`config.mk`:
```
export PLATFORM = sky130hd
export DESIGN_NAME = mbm_top
export DESIGN_NICKNAME = d
export VERILOG_FILES = /design/src/logic/mbm_pkg.sv /design/src/logic/mbm_top.sv
export SDC_FILE = /design/constraint.sdc
export NUM_CORES = 1
export LEC_CHECK = 0
export BUFFER_PORTS_ARGS = -buffer_cell sky130_fd_sc_hd__buf_2
export CORE_MARGIN = 4
export CORE_UTILIZATION = 60
export DETAILED_ROUTE_END_ITERATION = 6
export PLACE_DENSITY = 0.78
export SYNTH_ARGS = -nofsm -noshare
export SYNTH_HDL_FRONTEND = slang
export SYNTH_SLANG_ARGS = --single-unit
export TNS_END_PERCENT = 30
```
`constraint.sdc`:
```
create_clock -name sys_clk -period 16.16 [get_ports sys_clk]
set_clock_uncertainty 0.1 [all_clocks]
set_input_delay 3.232 -clock sys_clk [delete_from_list [all_inputs] [get_ports sys_clk]]
set_output_delay 3.232 -clock sys_clk [all_outputs]
set_load 0.02 [all_outputs]
```
`src/logic/mbm_pkg.sv`:
```
// package: constants and types for the mailbox and bus-matching block
`default_nettype none
package mbm_pkg;
   // ***************************************************************
   // widths and depths
   // ***************************************************************
   localparam int DATA_W = 36;
   localparam int WORD_W = 18;
   localparam int BYTE_W = 9;
   localparam int FIFO_DEPTH = 16;
   // ***************************************************************
   // counts and reset values
   // ***************************************************************
   localparam logic [1:0] PART_FIRST = 2'h0;
   localparam logic [1:0] PART_SECOND = 2'h1;
   localparam logic [1:0] LAST_PART_LONG = 2'h0;
   localparam logic [1:0] LAST_PART_WORD = 2'h1;
   localparam logic [1:0] LAST_PART_BYTE = 2'h3;
   localparam logic FLAG_NO_MAIL = 1'h1;
   localparam logic [DATA_W-1:0] DATA_ZERO = 36'h0_0000_0000;
   localparam logic [DATA_W-1:0] MASK_LONG = 36'hF_FFFF_FFFF;
   localparam logic [DATA_W-1:0] MASK_WORD = 36'h0_0003_FFFF;
   localparam logic [DATA_W-1:0] MASK_BYTE = 36'h0_0000_01FF;
   // ***************************************************************
   // types
   // ***************************************************************
   typedef enum logic [1:0] {SZ_LONG, SZ_WORD, SZ_BYTE} mbm_size_t;
   typedef enum logic {CFG_IN_RESET, CFG_RUN} mbm_cfg_state_t;
   typedef struct packed {
      logic clock;
      logic cs_n;
      logic dir;
      logic en;
      logic mail;
      logic [DATA_W-1:0] data;
   } mbm_port_in_t;
   typedef struct packed {
      logic bus_match;
      logic size;
      logic byte_order;
      logic rst_n;
   } mbm_cfg_in_t;
endpackage
`default_nettype wire

```
`src/logic/mbm_top.sv`:
```
// design: mailbox bypass registers and port B bus-matching reads
`timescale 1ns/1ps
`default_nettype none

// ***************************************************************
// long-word queue
// ***************************************************************
module mbm_fifo #(
   parameter int WIDTH = 36,
   parameter int DEPTH = 16
) (
   // clock and reset
   input wire logic sys_clk,
   input wire logic reset,
   input wire logic flush,
   // filling side
   input wire logic in_valid,
   output logic in_ready,
   input wire logic [WIDTH-1:0] in_data,
   // draining side
   output logic out_valid,
   input wire logic out_ready,
   output logic [WIDTH-1:0] out_data
);
   localparam int PW = $clog2(DEPTH);
   logic [WIDTH-1:0] mem [DEPTH];
   logic [PW-1:0] wr_ptr_q, rd_ptr_q;
   logic [PW:0] count_q;
   wire push = in_valid & in_ready;
   wire pop = out_valid & out_ready;

   // compare at the counter's own width; a pointer-wide cast of the depth would wrap to zero
   assign in_ready = (count_q != (PW+1)'(DEPTH)) ? 1'b1 : 1'b0;
   assign out_valid = (count_q != '0);
   assign out_data = mem[rd_ptr_q];

   always_ff @(posedge sys_clk)
   begin
      if (push)
         mem[wr_ptr_q] <= in_data;
   end

   always_ff @(posedge sys_clk or posedge reset)
   begin
      if (reset)
      begin
         wr_ptr_q <= '0;
         rd_ptr_q <= '0;
         count_q <= '0;
      end
      else if (flush)
      begin
         wr_ptr_q <= '0;
         rd_ptr_q <= '0;
         count_q <= '0;
      end
      else
      begin
         if (push)
            wr_ptr_q <= wr_ptr_q + PW'(1);
         if (pop)
            rd_ptr_q <= rd_ptr_q + PW'(1);
         count_q <= count_q + (PW+1)'(push) - (PW+1)'(pop);
      end
   end
endmodule // mbm_fifo

// ***************************************************************
// top
// ***************************************************************
module mbm_top
   import mbm_pkg::*;
(
   // system
   input wire logic sys_clk,
   input wire logic reset,
   // port A pins
   input wire logic port_a_clock,
   input wire logic port_a_chip_select_n,
   input wire logic port_a_direction,
   input wire logic port_a_enable,
   input wire logic port_a_mail_select,
   input wire logic [DATA_W-1:0] port_a_data_in,
   output logic [DATA_W-1:0] port_a_data_out,
   output logic port_a_data_oe,
   // port B pins
   input wire logic port_b_clock,
   input wire logic port_b_chip_select_n,
   input wire logic port_b_direction,
   input wire logic port_b_enable,
   input wire logic port_b_mail_select,
   input wire logic [DATA_W-1:0] port_b_data_in,
   output logic [DATA_W-1:0] port_b_data_out,
   output logic port_b_data_oe,
   // configuration and flags
   input wire logic master_reset_n,
   input wire logic bus_match_select,
   input wire logic size_select,
   input wire logic byte_order_select,
   output logic a_to_b_mail_flag_n,
   output logic b_to_a_mail_flag_n,
   output logic full_or_input_ready_flag,
   output logic output_ready_flag
);
   // ***************************************************************
   // functions
   // ***************************************************************
   function automatic logic [DATA_W-1:0] lane_mask(input mbm_size_t sz);
      case (sz)
         SZ_WORD: lane_mask = MASK_WORD;
         SZ_BYTE: lane_mask = MASK_BYTE;
         default: lane_mask = MASK_LONG;
      endcase
   endfunction

   // part idx of a long word, low lanes, unused lanes zero
   function automatic logic [DATA_W-1:0] pick_part(input logic [DATA_W-1:0] w,
      input mbm_size_t sz, input logic big, input logic [1:0] idx);
      logic [1:0] slot;
      slot = big ? ~idx : idx;
      case (sz)
         SZ_WORD: pick_part = slot[0] ? {18'h0_0000, w[35:18]} : {18'h0_0000, w[17:0]};
         SZ_BYTE: pick_part = {27'h000_0000, w[9*slot +: 9]};
         default: pick_part = w;
      endcase
   endfunction

   // ***************************************************************
   // input synchronisers
   // ***************************************************************
   mbm_port_in_t a_s1_q, a_s2_q, b_s1_q, b_s2_q;
   mbm_cfg_in_t cfg_s1_q, cfg_s2_q;
   logic a_clk_d1_q, b_clk_d1_q, rst_n_d1_q;

   always_ff @(posedge sys_clk or posedge reset)
   begin
      if (reset)
      begin
         // chip selects rest at their idle level so no data bus is driven after reset
         a_s1_q <= '{cs_n: 1'h1, default: '0};
         a_s2_q <= '{cs_n: 1'h1, default: '0};
         b_s1_q <= '{cs_n: 1'h1, default: '0};
         b_s2_q <= '{cs_n: 1'h1, default: '0};
         cfg_s1_q <= '0;
         cfg_s2_q <= '0;
         a_clk_d1_q <= 1'h0;
         b_clk_d1_q <= 1'h0;
         rst_n_d1_q <= 1'h0;
      end
      else
      begin
         a_s1_q <= '{port_a_clock, port_a_chip_select_n, port_a_direction,
                    port_a_enable, port_a_mail_select, port_a_data_in};
         b_s1_q <= '{port_b_clock, port_b_chip_select_n, port_b_direction,
                    port_b_enable, port_b_mail_select, port_b_data_in};
         cfg_s1_q <= '{bus_match_select, size_select, byte_order_select, master_reset_n};
         a_s2_q <= a_s1_q;
         b_s2_q <= b_s1_q;
         cfg_s2_q <= cfg_s1_q;
         a_clk_d1_q <= a_s2_q.clock;
         b_clk_d1_q <= b_s2_q.clock;
         rst_n_d1_q <= cfg_s2_q.rst_n;
      end
   end

   // ***************************************************************
   // strobes and configuration
   // ***************************************************************
   mbm_cfg_state_t cfg_state_q, cfg_state_d;
   mbm_size_t size_q;
   logic big_q;

   wire a_sel = a_s2_q.clock & ~a_clk_d1_q & ~a_s2_q.cs_n & a_s2_q.en;
   wire b_sel = b_s2_q.clock & ~b_clk_d1_q & ~b_s2_q.cs_n & b_s2_q.en;
   // port A writes with direction high, port B writes with direction low
   wire a_mail_wr = a_sel & a_s2_q.dir & a_s2_q.mail;
   wire a_mail_rd = a_sel & ~a_s2_q.dir & a_s2_q.mail;
   wire a_fifo_wr = a_sel & a_s2_q.dir & ~a_s2_q.mail;
   wire b_mail_wr = b_sel & ~b_s2_q.dir & b_s2_q.mail;
   wire b_mail_rd = b_sel & b_s2_q.dir & b_s2_q.mail;
   wire b_fifo_rd = b_sel & b_s2_q.dir & ~b_s2_q.mail;
   wire rst_rise = cfg_s2_q.rst_n & ~rst_n_d1_q;
   wire running = (cfg_state_q == CFG_RUN) & cfg_s2_q.rst_n;
   wire mbm_size_t size_pins = !cfg_s2_q.bus_match ? SZ_LONG :
                               (cfg_s2_q.size ? SZ_BYTE : SZ_WORD);
   wire [DATA_W-1:0] mask = lane_mask(size_q);
   wire [1:0] last_part = (size_q == SZ_BYTE) ? LAST_PART_BYTE :
                          (size_q == SZ_WORD) ? LAST_PART_WORD : LAST_PART_LONG;

   always_comb
   begin
      cfg_state_d = cfg_state_q;
      case (cfg_state_q)
         CFG_IN_RESET: if (rst_rise) cfg_state_d = CFG_RUN;
         CFG_RUN: if (!cfg_s2_q.rst_n) cfg_state_d = CFG_IN_RESET;
         default: cfg_state_d = CFG_IN_RESET;
      endcase
   end

   // sizes are sampled once so a pin that wanders later cannot tear a long word
   always_ff @(posedge sys_clk or posedge reset)
   begin
      if (reset)
      begin
         cfg_state_q <= CFG_IN_RESET;
         size_q <= SZ_LONG;
         big_q <= 1'h0;
      end
      else
      begin
         cfg_state_q <= cfg_state_d;
         if (rst_rise)
         begin
            size_q <= size_pins;
            big_q <= cfg_s2_q.byte_order;
         end
      end
   end

   // ***************************************************************
   // mail registers
   // ***************************************************************
   logic [DATA_W-1:0] a_to_b_mail_q, b_to_a_mail_q;
   logic flag1_q, flag2_q;
   wire a_wr_ok = running & a_mail_wr & flag1_q;
   wire b_wr_ok = running & b_mail_wr & flag2_q;

   always_ff @(posedge sys_clk or posedge reset)
   begin
      if (reset)
      begin
         a_to_b_mail_q <= DATA_ZERO;
         b_to_a_mail_q <= DATA_ZERO;
      end
      else
      begin
         if (a_wr_ok)
            a_to_b_mail_q <= a_s2_q.data & mask;
         if (b_wr_ok)
            b_to_a_mail_q <= b_s2_q.data & mask;
      end
   end

   // a write in the same cycle as the far read wins only into an empty register; a write to a full one is dropped
   always_ff @(posedge sys_clk or posedge reset)
   begin
      if (reset)
      begin
         flag1_q <= FLAG_NO_MAIL;
         flag2_q <= FLAG_NO_MAIL;
      end
      else if (!running)
      begin
         flag1_q <= FLAG_NO_MAIL;
         flag2_q <= FLAG_NO_MAIL;
      end
      else
      begin
         if (a_wr_ok)
            flag1_q <= 1'h0;
         else if (b_mail_rd)
            flag1_q <= FLAG_NO_MAIL;
         if (b_wr_ok)
            flag2_q <= 1'h0;
         else if (a_mail_rd)
            flag2_q <= FLAG_NO_MAIL;
      end
   end

   assign a_to_b_mail_flag_n = flag1_q;
   assign b_to_a_mail_flag_n = flag2_q;

   // ***************************************************************
   // long-word queue and bus matching
   // ***************************************************************
   logic fifo_in_ready, fifo_out_valid;
   logic [DATA_W-1:0] fifo_out_data, hold_q, out_q;
   logic [1:0] part_q;
   logic busy_q;
   wire b_read_ok = running & b_fifo_rd;
   wire fetch = b_read_ok & ~busy_q & fifo_out_valid;
   wire drain = b_read_ok & busy_q;
   wire drain_done = (part_q == last_part);

   // whole long words only; splitting happens on the drain side
   mbm_fifo #(
      .WIDTH(DATA_W),
      .DEPTH(FIFO_DEPTH)
   ) u_fifo (
      .sys_clk(sys_clk),
      .reset(reset),
      .flush(~running),
      .in_valid(running & a_fifo_wr),
      .in_ready(fifo_in_ready),
      .in_data(a_s2_q.data),
      .out_valid(fifo_out_valid),
      .out_ready(fetch),
      .out_data(fifo_out_data)
   );

   always_ff @(posedge sys_clk or posedge reset)
   begin
      if (reset)
      begin
         hold_q <= DATA_ZERO;
         out_q <= DATA_ZERO;
         part_q <= PART_FIRST;
         busy_q <= 1'h0;
      end
      else if (!running)
      begin
         part_q <= PART_FIRST;
         busy_q <= 1'h0;
      end
      else if (fetch)
      begin
         hold_q <= fifo_out_data;
         out_q <= pick_part(fifo_out_data, size_q, big_q, PART_FIRST);
         part_q <= PART_SECOND;
         busy_q <= (last_part != LAST_PART_LONG);
      end
      else if (drain)
      begin
         out_q <= pick_part(hold_q, size_q, big_q, part_q);
         part_q <= drain_done ? PART_FIRST : part_q + 2'h1;
         busy_q <= ~drain_done;
      end
   end

   assign full_or_input_ready_flag = running & fifo_in_ready;
   assign output_ready_flag = running & (busy_q | fifo_out_valid);

   // ***************************************************************
   // data outputs
   // ***************************************************************
   always_ff @(posedge sys_clk or posedge reset)
   begin
      if (reset)
      begin
         port_a_data_out <= DATA_ZERO;
         port_b_data_out <= DATA_ZERO;
         port_a_data_oe <= 1'h0;
         port_b_data_oe <= 1'h0;
      end
      else
      begin
         // port A has no queue output, so its queue lanes read zero
         port_a_data_out <= a_s2_q.mail ? (b_to_a_mail_q & mask) : DATA_ZERO;
         port_b_data_out <= b_s2_q.mail ? (a_to_b_mail_q & mask) : out_q;
         port_a_data_oe <= ~a_s2_q.cs_n & ~a_s2_q.dir;
         port_b_data_oe <= ~b_s2_q.cs_n & b_s2_q.dir;
      end
   end
endmodule // mbm_top
`default_nettype wire

```
==> impl_metrics.env, run 1 <==
export IMPL_outcome="completed"
export IMPL_power_leakage_nw=15.88
export IMPL_grt_max_degree=138
export IMPL_ir_drop_mv=0.09513
export IMPL_hold_path_startpoint="a_s1_q[25]$_DFF_PP0_"
export IMPL_min_period_over_period_pct=34.26
export IMPL_clk_pin_slew_ns=0.06
export IMPL_cts_hold_buf=0
export IMPL_via_per_inst=6.430
export IMPL_rr_worst_depth=5
export IMPL_seqCellArea_sq_um=27700
export IMPL_worstReg2RegEnd="u_fifo.mem[1][25]$_DFFE_PP_"
export IMPL_syn_inst=2137
export IMPL_post_route_drc_count=0
export IMPL_synth_cell_types=77
export IMPL_place_ws_ns=10.04
export IMPL_synth_edf_count=576
export IMPL_finalNetCount=2426
export IMPL_synthDominantCellAreaShare_pct=46.73
export IMPL_hold_path_end="a_s2_q[25]$_DFF_PP0_"
export IMPL_numCtsBuffers=95
export IMPL_antenna_found_initial=6
export IMPL_hpwl_um=49360
export IMPL_grt_pass1_wl_um=133200
export IMPL_post_cts_setup_buffers=0
export IMPL_fin_setup_tns_ns=0
export IMPL_design_die_area_sq_um=65720
export IMPL_clock_path_buffers=3
export IMPL_arrival_ns=2.20
export IMPL_report_final_setup_viol=0
export IMPL_r2r_start="cfg_s2_q[0]$_DFF_PP0_"
export IMPL_drive_gt1_share_pct=24.53
export IMPL_die_w_um=256.4
export IMPL_clkLatencyLatePin_ns=0.66
export IMPL_io_pins=166
export IMPL_met1_usage_pct=38.57
export IMPL_first_pass_iters=5
export IMPL_period_minus_slack_ns=5.537
export IMPL_worstSetupEndpointType="output port"
export IMPL_clkSinkCount=991
export IMPL_drt_iter0_markers=2394
export IMPL_power_per_cell_area_nw_per_um2=122.5
export IMPL_grt_overflow_total=0
export IMPL_synth_area_top_cells="edfxtp_1 47%, dfrtp_1 28%, mux4_2 8.0%"
export IMPL_final_util_pct=68.96
export IMPL_path_max_fanout=21
export IMPL_ys_flop_type="edfxtp_1"
export IMPL_min_path_type="register to register"
export IMPL_cts_tree="built"
export IMPL_p_total_mw=5.129
export IMPL_crit_type="register to output port"
export IMPL_hold_viol_final=0
export IMPL_core_area_sq_um=60700
export IMPL_crit_path_start_kind="register"
export IMPL_fin_cells=3190
export IMPL_place_gp_congestion=0.9129
export IMPL_drt_total_wl_um=88010
export IMPL_critPathSlowestCell="nand2_1"
export IMPL_grt_use_total_pct=27.02
export IMPL_multi_input_area_sq_um=8587
export IMPL_rows=90
export IMPL_ctsResizeCount=0
export IMPL_maxCapViolCount=0
export IMPL_htree_levels=3
export IMPL_grt_use_met3_pct=6.019
export IMPL_port_buffers=165
export IMPL_yosys_warnings=0
export IMPL_synthMostInstantiatedCell="edfxtp_1"
export IMPL_reg2reg_slack_ns=11.88
export IMPL_synth_seq_area_share_pct=74.81
export IMPL_cp_required_ns=12.83
export IMPL_ys_async_sr_fraction_pct=41.88
export IMPL_top_usage_layer="met2"
export IMPL_tightestPinTransition_ns=1.303
export IMPL_synth_fp_nets=2239
export IMPL_final_setup_worst_slack_ns=10.62
export IMPL_max_slew_margin_pct=12.82
export IMPL_area_delta_synth_final_pct=13.09
export IMPL_yosys_area_top_type="edfxtp_1"
export IMPL_avgSynthCellArea_sq_um=17.32
export IMPL_met2_usage_pct=42.63
export IMPL_fillerInstances=3715
export IMPL_crit_chain="nand2_1, a21oi_1, buf_2"
export IMPL_start_util_pct=60.98
export IMPL_fmax_mhz=180.6
export IMPL_dr_total_vias=20510
export IMPL_rsz0062_at_grt="false"
export IMPL_max_stage_delay_ns=0.53
export IMPL_grt_pass1_vias=21060
export IMPL_dp_cells=3009
export IMPL_holdPathStages=0
export IMPL_wl_per_cell_um=27.59
export IMPL_die_h_um=256.4
export IMPL_syn_area_sq_um=37010
export IMPL_ys_ff_latch=991
export IMPL_cts_root_buf="clkbuf_16"
export IMPL_synthTopCellsByCount="576 x edfxtp_1, 409 x dfrtp_1, 197 x nand2_1"
export IMPL_ant_nets=0
export IMPL_slew_viol_final=0
worst max path at each step:
| stage | startpoint | end | slack [ns] | cells past startpoint |
|---|---|---|---|---|
| final | cfg_s2_q[0]$_DFF_PP0_ | output_ready_flag | 10.62 | 3 |
| after detailed placement | reset | a_to_b_mail_q[8]$_DFFE_PP0P_ | 10.04 | 4 |
| after floorplan | reset | a_clk_d1_q$_DFF_PP0_ | 1.29 | 1 |
| after global placement | reset | a_to_b_mail_q[23]$_DFFE_PP0P_ | 10.14 | 4 |
| after CTS | u_fifo.count_q[3]$_DFF_PP0_ | output_ready_flag | 10.61 | 5 |
| after global routing | reset | a_to_b_mail_q[22]$_DFFE_PP0P_ | 10.34 | 4 |
through the flow:
| stage | hold WS, ns | cell area, sq um |
|---|---|---|
| 6_report | 0.2355 | 41860 |
| 5_1_grt | 0.2479 | 41860 |
| 4_1_cts | 0.2450 | 41850 |
| 3_5_place_dp | 0.2347 | 38660 |
| 3_3_place_gp | 0.2317 | 38660 |
| 2_1_floorplan | 0.2312 | 37010 |
critical path: cells and delay by family, from the launching register on:
kind / cells / cell delay [ns]
DFF: 1 / 0.48
and+or+nand+nor: 1 / 0.53
AOI/OAI and AO/OA: 1 / 0.35
buffers and inverters: 1 / 0.21
state kept, by name, summed over array words and instances, names as in the netlist, 2 cells and up:
register,cells
a_s1_q,41
a_s2_q,41
a_to_b_mail_q,36
b_s1_q,41
b_s2_q,41
b_to_a_mail_q,36
cfg_s1_q,4
cfg_s2_q,4
hold_q,36
out_q,36
part_q,2
port_a_data_out,36
port_b_data_out,36
size_q,2
u_fifo.count_q,5
u_fifo.mem,576
u_fifo.rd_ptr_q,4
u_fifo.wr_ptr_q,4
per-layer routing:
layer	routed length [um]	share of wire, %
met3	8394	9.5
met5	40	0.045
met2	42860	49
met4	2933	3.3
met1	33790	38
layout make-up:
cell class / count / area share (%)
multi-input cells: 964 / 20.51
well taps: 782 / 2.338
clock inverters: 42 / 0.9745
diodes: 3 / 0.01794
inverters: 67 / 0.6188
flip-flops and latches: 991 / 66.18
clock buffers: 136 / 6.639
repair buffers: 205 / 2.720
power breakdown:
part	internal [mW]	leakage [nW]	switching, mW
registers	2.72	10.5	0.0394
clock network	1.31	1.56	0.930
logic	0.0369	3.79	0.0917
total	4.07	15.9	1.06
cells by family (layout without fill, tap and decap cells):
logic type,Yosys count,in the layout,synth area share [%]
buffers and inverters,182,450,2.204
adders and majority gates,14,14,0.4936
muxes,261,261,11.78
other,0,3,0
DFF,991,991,74.81
AOI/OAI and AO/OA,285,285,5.250
and+or+nand+nor,393,393,5.182
xor gates and xnor gates,11,11,0.2806
cells in the final DEF, fill, tap and decap left out, types with 12 or more instances in the layout:
cell       netlist  routed
nand2b_1        26      26
clkinv_2         0      14
clkbuf_8         0      12
edfxtp_1       576     576
buf_2           27     165
nor2_1          30      26
o22ai_1         17      17
inv_1           66      65
nor2b_1         15      15
clkinv_1         0      12
nor3_1          23      19
dfrtp_1        409     406
mux2_2          69      69
clkbuf_16        0     101
mux4_2         132     132
and2_1          33      25
buf_4           11      39
ha_1            13      12
nand2_1        197     197
clkbuf_1        61      23
and3_1          21      21
a22oi_1         26      26
o32ai_1         15      15
mux2i_1         53      53
o21ai_0        115     115
a22o_1          25      25
(Power assumes the default switching activity.)
==> run 2, diff against run 1 <==
==> constraint.sdc (replaced) <==
create_clock -name sys_clk -period 5.6 [get_ports sys_clk]
set_clock_uncertainty 0.1 [all_clocks]
set_input_delay 1.12 -clock sys_clk [delete_from_list [all_inputs] [get_ports sys_clk]]
set_output_delay 1.12 -clock sys_clk [all_outputs]
set_load 0.02 [all_outputs]
==> impl_metrics.env, run 2 (same netlist as run 1, synthesis figures left out) <==
export IMPL_p_sw_mw=3.131
export IMPL_numCtsBuffers=95
export IMPL_start_util_pct=60.98
export IMPL_internal_power_mw=11.76
export IMPL_grt_pass1_wl_um=133600
export IMPL_min_period_over_period_pct=75.79
export IMPL_drive_gt1_share_pct=24.72
export IMPL_first_pass_iters=7
export IMPL_min_path_type="register to register"
export IMPL_finalNetCount=2430
export IMPL_violations="DRC"
export IMPL_htree_levels=3
export IMPL_combinationalPowerShare_pct=2.5
export IMPL_crit_type="register to register"
export IMPL_cts_hold_buf=0
export IMPL_crit_path_start_kind="register"
export IMPL_drt_total_wl_um=87990
export IMPL_worstSetupEndpointType="register"
export IMPL_die_h_um=256.4
export IMPL_fillerInstances=3746
export IMPL_maxCapViolCount=0
export IMPL_grt_pass1_vias=21110
export IMPL_cts_tree="built"
export IMPL_ir_drop_mv=0.2939
export IMPL_power_leakage_nw=15.92
export IMPL_clock_path_buffers=3
export IMPL_antenna_found_initial=1
export IMPL_drt_iter0_markers=2555
export IMPL_multi_input_area_sq_um=8587
export IMPL_largest_register="u_fifo.mem"
export IMPL_report_final_setup_viol=0
export IMPL_seqPwrFrac_pct=53.5
export IMPL_seqCellArea_sq_um=27700
export IMPL_clkSinkCount=991
export IMPL_arrival_ns=4.47
export IMPL_p_sw_share_pct=21.02
export IMPL_port_buffers=165
export IMPL_grt_use_total_pct=27.03
export IMPL_p_total_mw=14.89
export IMPL_critPathSlowestCell="nor2_4"
export IMPL_hold_viol_final=0
export IMPL_path_max_fanout=26
export IMPL_outcome="finished, violations left"
export IMPL_cp_required_ns=5.83
export IMPL_cts_root_buf="clkbuf_16"
export IMPL_design_die_area_sq_um=65720
export IMPL_most_common_layout_cells="576 x edfxtp_1, 406 x dfrtp_1, 197 x nand2_1"
export IMPL_largest_register_ffs=576
export IMPL_period_minus_slack_ns=4.244
export IMPL_max_slew_margin_pct=17.77
export IMPL_final_common_cell="edfxtp_1"
export IMPL_ctsResizeCount=0
export IMPL_io_pins=166
export IMPL_fin_cells=3190
export IMPL_fmax_mhz=235.6
export IMPL_crit_chain="nand2_1, nor4b_2, nand3_1, nor2_4, buf_4"
export IMPL_clk_pin_slew_ns=0.06
export IMPL_post_route_drc_count=6
export IMPL_rows=90
export IMPL_slew_viol_final=0
export IMPL_dp_cells=3013
export IMPL_via_per_inst=6.425
export IMPL_power_per_cell_area_nw_per_um2=355.0
export IMPL_tightestPinTransition_ns=1.226
export IMPL_ant_nets=0
export IMPL_core_area_sq_um=60700
export IMPL_rsz0062_at_grt="false"
export IMPL_max_stage_delay_ns=1.01
export IMPL_grt_overflow_total=0
export IMPL_grt_max_degree=169
export IMPL_dr_total_vias=20500
export IMPL_clkLatencyLatePin_ns=0.65
export IMPL_hpwl_um=53010
export IMPL_path_buf_inv=1
export IMPL_cp_top_family="simple AND/OR/NAND/NOR gates"
export IMPL_die_w_um=256.4
export IMPL_fin_setup_tns_ns=0
export IMPL_post_cts_setup_buffers=0
export IMPL_pwr_share_clk_pct=44.0
export IMPL_area_delta_synth_final_pct=13.36
export IMPL_wl_per_cell_um=27.58
export IMPL_place_gp_congestion=0.9115
run 2: through the flow:
step	setup WS, ns	hold slack [ns]	utilization [%]	cell area (sq um)
after detailed placement	1.370	0.2347	63.83	38740
after global routing	0.9961	0.2459	69.12	41960
after CTS	1.343	0.2457	69.12	41950
final	1.356	0.2433	69.12	41960
after floorplan	-1.211	0.2312	-	37020
after global placement	1.632	0.2319	63.83	38740
run 2: worst paths after layout:
kind	startpoint	end	slack, ns	cells after the start
min in group asynchronous	reset	b_s1_q[5]$_DFF_PP0_	0.49	2
max reg2reg	cfg_s2_q[0]$_DFF_PP0_	u_fifo.mem[15][17]$_DFFE_PP_	1.36	5
min	a_s1_q[23]$_DFF_PP0_	a_s2_q[23]$_DFF_PP0_	0.24	0
max	cfg_s2_q[0]$_DFF_PP0_	u_fifo.mem[15][17]$_DFFE_PP_	1.36	5
max in group asynchronous	reset	u_fifo.rd_ptr_q[1]$_DFFE_PP0P_	3.55	3
min reg2reg	a_s1_q[23]$_DFF_PP0_	a_s2_q[23]$_DFF_PP0_	0.24	0
run 2: routing by layer:
layer  wire length [um]  share of wire, %  vias to the layer above  track usage, %
met1              33880                38                    10620           38.47
met3               8987                10                      194           7.105
met5                  0                 0                        -               0
met4               2924               3.3                        0           8.639
met2              42210                48                     1214           41.89
li1                   -                 -                     8470               -
run 2: power groups by stage:
stage	Combinational, mW	Clock [mW]	Sequential [mW]
global placement	0.352	0	8.10
floorplan	0.205	0	8.08
detailed placement	0.363	0	8.11
finish	0.368	6.56	7.97
global route	0.406	6.96	7.98
CTS	0.368	6.62	7.97
run 2: cell type report:
class                   instances  area share, %
clock buffers                 132          6.424
inverters                      67         0.6084
clock inverters                44          1.235
well taps                     782          2.332
multi-input cells             964          20.47
diodes                          1       0.005964
flip-flops and latches        991          66.02
repair buffers                209          2.905
